File: src/logic/usi_pkg.sv
// Notes on behaviour
// - Clears of bus activity flag ignored while suspended and briefly after wake.
// - With PLL clock, firmware waits for lock after leaving suspend.
// - Bus activity flag rises only once per resume from bus idle.
// - After clear, activity flag stays low until a new bus idle or a suspend occurs.
// - Each status enable bit lets its flag reach the interrupt request.
// - Flags set regardless of enables; enables gate only the interrupt path.
// - Error summary flag is OR of error flags with enable bits set.
// - Error flags set immediately when the error condition is detected.
// - Error flags stay set until firmware clears them.
// - Bus idle flag sets after more than 3 ms without addressed traffic.
// - Data line pull-up enable stays asserted during suspend.
// - All enabled status flags OR into one peripheral interrupt request.
// - Writing one to a status flag other than the error summary flag sets it, for debugging.
package usi_pkg;
	localparam logic [2:0] ADDR_CTRL     = 3'h0;
	localparam logic [2:0] ADDR_STATUS   = 3'h1;
	localparam logic [2:0] ADDR_STAT_EN  = 3'h2;
	localparam logic [2:0] ADDR_ERR      = 3'h3;
	localparam logic [2:0] ADDR_ERR_EN   = 3'h4;
	localparam logic [2:0] ADDR_CLR      = 3'h5;
	localparam int         BIT_ERR_SUM   = 1;
	localparam int         BIT_ACTIVITY  = 2;
	localparam int         BIT_IDLE      = 4;
	localparam int         BIT_SUSPEND   = 1;
	localparam int         BIT_PULLUP    = 2;
	localparam int         BIT_ENABLE    = 3;
	localparam logic [7:0] RST_REG       = 8'h00;
	localparam int         CLK_HZ        = 20000000;
	localparam int         IDLE_US       = 3000;
	localparam int         IDLE_CYCLES   = (IDLE_US * (CLK_HZ / 1000000)) + 1;
	localparam int         WAKE_SYNC_CYC = 4;
endpackage : usi_pkg

File: src/logic/usi_irq.sv
// The register addresses and the strobed register port are this design's own decisions.
`timescale 1ns/1ps
module usi_irq
	import usi_pkg::*;
#(
	parameter int IDLE_CNT = IDLE_CYCLES
) (
	input  wire logic       CLK,
	input  wire logic       RST,
	input  wire logic [2:0] ADDR,
	input  wire logic [7:0] WDATA,
	input  wire logic       WR,
	input  wire logic       RD,
	output logic      [7:0] RDATA,
	input  wire logic       BUS_ACTIVITY,
	input  wire logic [7:0] STATUS_EVENT,
	input  wire logic [7:0] ERROR_EVENT,
	output logic            PERIPHERAL_IRQ_REQUEST,
	output logic            PULLUP_EN,
	output logic            SUSPENDED
);
	logic [7:0]  peripheral_control_reg;
	logic [7:0]  status_flag_reg;
	logic [7:0]  status_enable_reg;
	logic [7:0]  error_flag_reg;
	logic [7:0]  error_enable_reg;
	logic        act_s1;
	logic        act_s2;
	logic        act_armed;
	logic [31:0] idle_cnt;
	logic [3:0]  wake_cnt;
	logic        idle_hit;
	logic        clr_block;
	logic        st_wr;
	logic        er_wr;
	logic [7:0]  st_clr;
	logic [7:0]  next_status;
	logic [7:0]  next_error;
	logic [7:0]  next_stat_en;
	logic        error_summary_flag;

	// Pin sync
	always_ff @(posedge CLK) begin
		act_s1 <= BUS_ACTIVITY;
		act_s2 <= act_s1;
	end

	// Idle timer
	always_ff @(posedge CLK) begin
		if (RST || act_s2) begin
			idle_cnt <= 32'h0;
		end else if (idle_cnt < IDLE_CNT) begin
			idle_cnt <= idle_cnt + 32'h1;
		end
	end
	assign idle_hit = !act_s2 && (idle_cnt == IDLE_CNT - 1);

	// Wake resync window
	always_ff @(posedge CLK) begin
		if (RST) begin
			wake_cnt <= 4'h0;
		end else if (peripheral_control_reg[BIT_SUSPEND]) begin
			wake_cnt <= 4'(WAKE_SYNC_CYC);
		end else if (wake_cnt != 4'h0) begin
			wake_cnt <= wake_cnt - 4'h1;
		end
	end
	assign clr_block = peripheral_control_reg[BIT_SUSPEND] || (wake_cnt != 4'h0);

	// Activity arm: one flag per idle period
	always_ff @(posedge CLK) begin
		if (RST) begin
			act_armed <= 1'b0;
		end else if (idle_hit || peripheral_control_reg[BIT_SUSPEND]) begin
			act_armed <= 1'b1;
		end else if (act_s2) begin
			act_armed <= 1'b0;
		end
	end

	assign st_wr = WR && (ADDR == ADDR_STATUS);
	assign er_wr = WR && (ADDR == ADDR_ERR);
	assign error_summary_flag = |(error_flag_reg & error_enable_reg);

	always_comb begin
		st_clr = (WR && ADDR == ADDR_CLR) ? WDATA : 8'h00;
		if (clr_block) begin
			st_clr[BIT_ACTIVITY] = 1'b0;
		end
		next_status = status_flag_reg & ~st_clr;
		next_status = next_status | STATUS_EVENT;
		if (st_wr) begin
			next_status = next_status | WDATA;
		end
		next_status[BIT_IDLE] = next_status[BIT_IDLE] | idle_hit;
		next_status[BIT_ACTIVITY] = next_status[BIT_ACTIVITY] | (act_armed && act_s2);
		next_status[BIT_ERR_SUM] = error_summary_flag;
		next_error = error_flag_reg;
		if (WR && ADDR == ADDR_CLR) begin
			next_error = 8'h00;
		end
		if (er_wr) begin
			next_error = error_flag_reg & ~WDATA;
		end
		next_error = next_error | ERROR_EVENT;
		next_stat_en = (WR && ADDR == ADDR_STAT_EN) ? WDATA : status_enable_reg;
	end

	always_ff @(posedge CLK) begin
		if (RST) begin
			status_flag_reg <= RST_REG;
			error_flag_reg  <= RST_REG;
		end else begin
			status_flag_reg <= next_status;
			error_flag_reg  <= next_error;
		end
	end

	always_ff @(posedge CLK) begin
		if (RST) begin
			peripheral_control_reg <= RST_REG;
			status_enable_reg      <= RST_REG;
			error_enable_reg       <= RST_REG;
		end else if (WR) begin
			if (ADDR == ADDR_CTRL) begin
				peripheral_control_reg <= WDATA;
			end
			if (ADDR == ADDR_STAT_EN) begin
				status_enable_reg <= WDATA;
			end
			if (ADDR == ADDR_ERR_EN) begin
				error_enable_reg <= WDATA;
			end
		end
	end

	always_ff @(posedge CLK) begin
		if (RST) begin
			PERIPHERAL_IRQ_REQUEST <= 1'b0;
			PULLUP_EN              <= 1'b0;
			SUSPENDED              <= 1'b0;
		end else begin
			PERIPHERAL_IRQ_REQUEST <= |(next_status & next_stat_en);
			PULLUP_EN <= peripheral_control_reg[BIT_PULLUP] && peripheral_control_reg[BIT_ENABLE];
			SUSPENDED <= peripheral_control_reg[BIT_SUSPEND];
		end
	end

	always_ff @(posedge CLK) begin
		if (RST) begin
			RDATA <= 8'h00;
		end else if (RD) begin
			unique case (ADDR)
				ADDR_CTRL:    RDATA <= peripheral_control_reg;
				ADDR_STATUS:  RDATA <= status_flag_reg;
				ADDR_STAT_EN: RDATA <= status_enable_reg;
				ADDR_ERR:     RDATA <= error_flag_reg;
				ADDR_ERR_EN:  RDATA <= error_enable_reg;
				default:      RDATA <= 8'h00;
			endcase
		end else begin
			RDATA <= 8'h00;
		end
	end

	AST_IRQ_GATE: assert property (@(posedge CLK) disable iff (RST)
		(status_flag_reg & status_enable_reg) == 8'h00 |-> !PERIPHERAL_IRQ_REQUEST)
		else $error("irq without enabled flag");
	AST_SUMMARY: assert property (@(posedge CLK) disable iff (RST)
		##1 status_flag_reg[BIT_ERR_SUM] == |($past(error_flag_reg) & $past(error_enable_reg)))
		else $error("error summary mismatch");
	AST_CLR_BLOCK: assert property (@(posedge CLK) disable iff (RST)
		clr_block && status_flag_reg[BIT_ACTIVITY] |=> status_flag_reg[BIT_ACTIVITY])
		else $error("activity cleared while blocked");
	AST_ERR_SET: assert property (@(posedge CLK) disable iff (RST)
		|ERROR_EVENT |=> (error_flag_reg & $past(ERROR_EVENT)) == $past(ERROR_EVENT))
		else $error("error flag not set");
	AST_ERR_HOLD: assert property (@(posedge CLK) disable iff (RST)
		!WR |=> (error_flag_reg & $past(error_flag_reg)) == $past(error_flag_reg))
		else $error("error flag dropped");
	AST_POLL: assert property (@(posedge CLK) disable iff (RST)
		|STATUS_EVENT |=> (status_flag_reg & $past(STATUS_EVENT)) == $past(STATUS_EVENT))
		else $error("status flag not set");
	AST_DBG_SET: assert property (@(posedge CLK) disable iff (RST)
		st_wr && WDATA[BIT_ACTIVITY] |=> status_flag_reg[BIT_ACTIVITY])
		else $error("debug set failed");
	AST_ONE_ACT: assert property (@(posedge CLK) disable iff (RST)
		!act_armed && !status_flag_reg[BIT_ACTIVITY] && !STATUS_EVENT[BIT_ACTIVITY] && !st_wr
		|=> !status_flag_reg[BIT_ACTIVITY])
		else $error("activity flag rose unarmed");
endmodule : usi_irq

File: config.mk
export PLATFORM = sky130hd
export DESIGN_NAME = usi_irq
export DESIGN_NICKNAME = d
export VERILOG_FILES = /design/src/logic/usi_pkg.sv /design/src/logic/usi_irq.sv
export SDC_FILE = /design/constraint.sdc
export NUM_CORES = 1
export LEC_CHECK = 0
export BUFFER_PORTS_ARGS = -buffer_cell sky130_fd_sc_hd__buf_2
export CAP_MARGIN = 20
export CORE_UTILIZATION = 27
export CTS_CLUSTER_SIZE = 10
export DETAILED_ROUTE_END_ITERATION = 12
export HOLD_SLACK_MARGIN = 0.06
export PLACE_DENSITY_LB_ADDON = 0.05
export SLEW_MARGIN = 20
export SYNTH_ARGS = -nofsm -noshare
export SYNTH_HDL_FRONTEND = slang
export SYNTH_SLANG_ARGS = --single-unit
File: constraint.sdc
create_clock -name CLK -period 2.5 [get_ports CLK]
set_input_delay 0.125 -clock CLK [delete_from_list [all_inputs] [get_ports CLK]]
set_output_delay 0.125 -clock CLK [all_outputs]
set_load 0.005 [all_outputs]
[After elaboration in Yosys (flattened, before gate mapping)]
Index checks and enable logic that the tools add are counted.
Operators by class
  add/sub/neg operators: 2
  order comparisons: 1
  equality and inequality tests: 6
  muxes and demuxes: 11
  bitwise operators: 12
  reduce and logical (&&, ||, !) cells: 22
Operators by type and width (number)
  8-bit 2-to-1 mux: 5
  8-bit one-hot mux with 5 select lines: 1
  32-bit by 1-bit adder with 32-bit output (second input constant): 1
  8-bit AND: 4
  32-bit by 16-bit == test with 1-bit output (second input constant): 1
  32-bit by 16-bit < comparator with 1-bit output (second input constant): 1
  8-bit bitwise OR: 3
  8-bit NOT: 2
  8-bit OR reduction: 2
  1-bit logical AND: 7
  3-bit by 2-bit == test with 1-bit output (second input constant): 2
  3-bit == test (second input constant): 2
  3-bit 2-to-1 mux: 2
  2-bit AND reduction: 3
  2-bit nonzero test: 2
  4-bit nonzero test: 1
  2-bit OR reduction: 2
  4-bit by 1-bit subtractor with 4-bit output (second input constant): 1
  3-bit by 1-bit == test with 1-bit output (second input constant): 1
  3-bit logical NOT: 1
  1-bit logical OR: 3
  1-bit 2-to-1 mux: 3
  1-bit bitwise OR: 2
  1-bit logical NOT: 1
  1-bit NOT: 1
Word-level totals
  register bits after elaboration: 90
  bits of input ports: 32
  output and inout port bits: 11
  word-level logic and storage cells: 69

[Depth between registers and ports, before layout]
  depth after elaboration: 12
  mapped depth: 8
  gate-level depth less buffers: 8

[Worst setup path after synthesis]
Ideal clock, no wire load.
  path type: reg2reg
  from: register wake_cnt[0]
  to: register PERIPHERAL_IRQ_REQUEST
  library setup time: 0.132 ns
  arrival time: 1.787 ns
  data required time: 2.368 ns
  slack: 0.581 ns
  stages on the path, launching flop included: 9
  buffers on the path: 0
  clock period less this slack: 1.919 ns
  cells stage by stage: dfxtp_1 inv_1 ha_1 inv_1 or3_1 or4b_1 a21oi_1 o21a_1 a21oi_1
Between the ends
  longest elaborated chain between the ends: 11
Ends and longest elaborated chain
  start, declared: line usi_irq.sv:31  | logic [3:0] wake_cnt;
  start signal, assigned: line usi_irq.sv:63  | wake_cnt <= 4'(WAKE_SYNC_CYC);
  start signal, assigned: line usi_irq.sv:65  | wake_cnt <= wake_cnt - 4'h1;
  4-bit nonzero test *: line usi_irq.sv:68  | assign clr_block = peripheral_control_reg[BIT_SUSPEND] || (wake_cnt != 4'h0);
  1-bit logical OR *: line usi_irq.sv:68
  1-bit 2-to-1 mux *: line usi_irq.sv:87  | if (clr_block) begin
  8-bit NOT *: line usi_irq.sv:90  | next_status = status_flag_reg & ~st_clr;
  8-bit AND *: line usi_irq.sv:90
  8-bit bitwise OR *: line usi_irq.sv:91  | next_status = next_status | STATUS_EVENT;
  8-bit bitwise OR: line usi_irq.sv:93  | next_status = next_status | WDATA;
  8-bit 2-to-1 mux *: line usi_irq.sv:92  | if (st_wr) begin
  1-bit bitwise OR *: line usi_irq.sv:96  | next_status[BIT_ACTIVITY] = next_status[BIT_ACTIVITY] | (act_armed && act_s2);
  8-bit AND *: line usi_irq.sv:143  | PERIPHERAL_IRQ_REQUEST <= |(next_status & next_stat_en);
  8-bit OR reduction *: line usi_irq.sv:143
  end signal, assigned: line usi_irq.sv:143
  end, declared: line usi_irq.sv:18  | output logic PERIPHERAL_IRQ_REQUEST,
Mark *: on every way between the ends. The rest lies on a longest branch, timed or not.
A chain may end at the register's enable or synchronous reset.

[Worst setup path after layout]
Same ends and word-level chain as after synthesis.

==> results.md <==
Timing:
- The highest attainable clock frequency is 0.464 GHz.
- The worst path uses 86.3% of the clock period.
- Setup violations remaining at the end of the flow were counted as 0.
- The time the final worst path needs with I/O delays and setup is 2160 ps.
- The number of hold-slack violations in the final timing report came to 0.
- The slack of the critical path is 343 ps.
- The slew at the pin closest to its max-slew limit is 978 ps.
- Summed over all failing endpoints, the final setup total negative slack is 0 ps.
- The number of pins with negative max-slew slack in the final report was 0.
- The worst relative slew slack is 34.6%.
- Setup repair after global routing left no endpoint under its margin.
- The final setup skew is 5.05 ps.

Worst setup path:
- The endpoint kind of the worst setup timing path is a flop.
- The count of buffer and inverter cells on the critical path is 2.
- On the critical path the largest part of the delay comes from simple AND/OR/NAND/NOR gates.
- The stage delay of the slowest cell on the critical path is 520 ps.
- The signal on the critical path passes through inv_1 > ha_1 > inv_1 > or3_1 > or4b_1 > a21oi_1 > o21a_1 > a21oi_1.
- At the worst endpoint, the arrival time is 2380 ps.
- The highest net fanout along the worst path is 4.
- The worst setup path is launched from a flop.
- The category of the most critical setup path is reg2reg.
- At the worst endpoint, the required time is 2720 ps.
- The slowest stage cell on the critical path is or4b_1.

Place:
- The cell area after placement is 4170 um^2.
- The number of port buffers is 41.
- The wire-length estimate of the detail-placed layout is 7070 um.
- The congestion estimate from routability-driven global placement came to 0.765.
- The worst slack after detailed placement is 308 ps.

GRT:
- The aggregate global-route resource usage is 14.9%.
- Entering global routing, the biggest net connects 32 pins.
- The via count of the first global-routing pass was 2969.
- The initial antenna violation count is 0.
- The global-route wire length before repair is 16100 um.
- The total congestion overflow is 0.

Cells and area:
- In the final layout, flip-flops and latches occupy 1800 um^2.
- Leaving out fill and tap cells, the most frequent cell in the layout is dfxtp_1.
- After the last flow step, the layout net total stands at 506.
- The number of flip-flops in the largest register is 32.
- The final design instance area without fill is 4650 um^2.
- The total of fill cells in the finished design is 1419.
- Of the cells placed in the final design, the portion with a size suffix greater than 1 is 16.4%.
- The register with the most flip-flops in the final layout is idle_cnt.
- The library cells used most frequently in the layout, excluding fill and tap cells, are dfxtp_1 (90), nand2_1 (54), nor2_1 (52).
- The antenna diode instance count is 0.
- The area taken by multi-input logic gates is 1830 um^2.
- The synthesis-to-finish area growth is 23.9%.

Route:
- The first routing iteration left 203 violations.
- The count of nets left with antenna violations once routing finished came out at 0.
- The number of vias per cell is 4.65.
- The total via count after detailed routing is 3032.
- In the routed design, unresolved DRC markers number 0.
- The first detailed-routing pass took 4 iterations.
- The detail-routed net length per standard cell is 15.6 um.
- The final wirelength is 10100 um.

Synthesis:
- The number of different library cells in the post-synthesis netlist is 50.
- In the synthesized netlist the async set-or-reset flop fraction comes to 0%.
- In this run the cell area of the synthesized design comes to 3760 um^2.
- The most used flip-flop cell after synthesis is dfxtp_1.
- The number of instances in the synthesized netlist is 418.
- For this run, the number of Yosys warnings is 0.
- The count of flip-flops with a built-in enable after synthesis is 0.
- The average footprint of a synthesized cell is 8.99 um^2.
- The number of nets handed over by synthesis was 453.
- The register bit total from synthesis is 90.
- The share of synthesized area occupied by flip-flops and latches is 48.0%.

Clock tree:
- Clock latency on the worst-skew pair, taken at its later pin, is 350 ps.
- The CTS buffer count is 9.
- The register clock-pin slew on the reported worst setup and hold paths is 70 ps.
- TritonCTS built the clock tree.
- The H-tree was split into 3 levels.
- The clock drives 90 sinks.
- The library cell used as clock root buffer is clkbuf_16.
- The clock passes through at most 2 buffers.
- The post-cts repair resize count is 0.

Run status:
- The run finished with clean final reports.

Power:
- Dividing total power by cell area gives a power density of 739 nW/um^2.
- The largest vdd supply drop is 0.362 mV.
- The total power consumption of the routed design is 3.44 mW.
- The leakage dissipation is 1.71 nW.

Die:
- 43 I/O pins were placed.
- The die boundary height is 120 um.
- The floorplan has 42 rows.
- The floorplan step set the die width to 120 um.
- The effective utilization at floorplan is 28.0%.
- The die covers 14400 um^2.
- The total area inside the core boundary comes to 13400 um^2.

Job:
- The count of maximum capacitance violations is 0.

Min path:
- The tightest min-delay check is of the in2reg type.
==> worst min-delay path, delay by kind of cell <==
| family | cells | cell delay [ps] |
|---|---|---|
| buf+inv | 1 | 140 |
| simple gates | 1 | 60 |
| compound gates | 1 | 50 |
==> synth_stat cells (all sizes together) (3+ instances only) <==
cell,n,area share [%]
a211oi,11,2.5
nor3b,3,0.60
clkbuf,16,1.6
nand3,7,0.93
xnor2,13,3.0
nor2b,4,0.67
and3,3,0.50
a22oi,11,2.2
buf,9,1.4
a221oi,5,1.2
nor3,5,0.67
dfxtp,90,48
nor4,5,0.83
a2111oi,3,1.7
mux2i,15,4.0
nand2,54,5.4
nand3b,3,0.60
inv,6,0.60
a31oi,10,1.7
a21oi,40,5.3
ha,3,1.0
nor2,52,5.2
and2,20,3.3
==> report_power, final <==
part	total, mW	switching, mW	internal, mW
combinational	0.313	0.173	0.140
sequential	1.54	0.0444	1.49
clock	1.59	0.602	0.986
==> path summary, 6_finish.rpt <==
path / start / end / slack, ps / cells past startpoint
setup / recovery: wake_cnt[0]$_SDFFE_PP0P_ / PERIPHERAL_IRQ_REQUEST$_SDFF_PP0_ / 340 / 8
hold / removal: WDATA[3] / peripheral_control_reg[3]$_SDFFE_PP0P_ / 70 / 3
setup reg to reg: wake_cnt[0]$_SDFFE_PP0P_ / PERIPHERAL_IRQ_REQUEST$_SDFF_PP0_ / 340 / 8
hold reg to reg: act_s1$_DFF_P_ / act_s2$_DFF_P_ / 330 / 0
==> layer usage <==
metal  share of wire [%]  track usage [%]  up-vias
li1                    -                -     1564
met5                   0                0        -
met4                 1.5             5.39        0
met3                 4.2             3.71        9
met1                  46             18.4     1418
met2                  48             24.9       41
==> metrics by stage <==
| step | hold slack [ps] | cells | util, % |
|---|---|---|---|
| after CTS | 60.3 | 652 | 34.7 |
| after detailed placement | 236 | 622 | 31.1 |
| after global routing | 77.9 | 652 | 34.7 |
| after floorplan | 153 | 418 | - |
| after global placement | 234 | 622 | 31.1 |
| final | 66.3 | 652 | 34.7 |
==> kinds of logic after synthesis <==
kind of cell	share of synthesized area (%)
AO/OA/AOI/OAI	17.2
adder cells (fa/ha/maj)	0.999
AND/OR/NAND/NOR	22.4
flip-flops	48.0
XOR/XNOR	3.03
multiplexers	4.90
buffers and inverters	3.60
==> timing repair <==
action,CTS,global route
buffers inserted,0,0
hold buffers,14,0
hold endpoints to repair,14,0
==> layout make-up <==
type / count / share of cell area [%]
Tap cell: 176 / 4.73
Clock inverter: 7 / 2.66
Inverter: 6 / 0.484
Multi-Input combinational cell: 297 / 39.2
Timing Repair Buffer: 67 / 9.35
Clock buffer: 9 / 4.84
Sequential cell: 90 / 38.7
No activity file was read; power rests on OpenSTA's default activity.
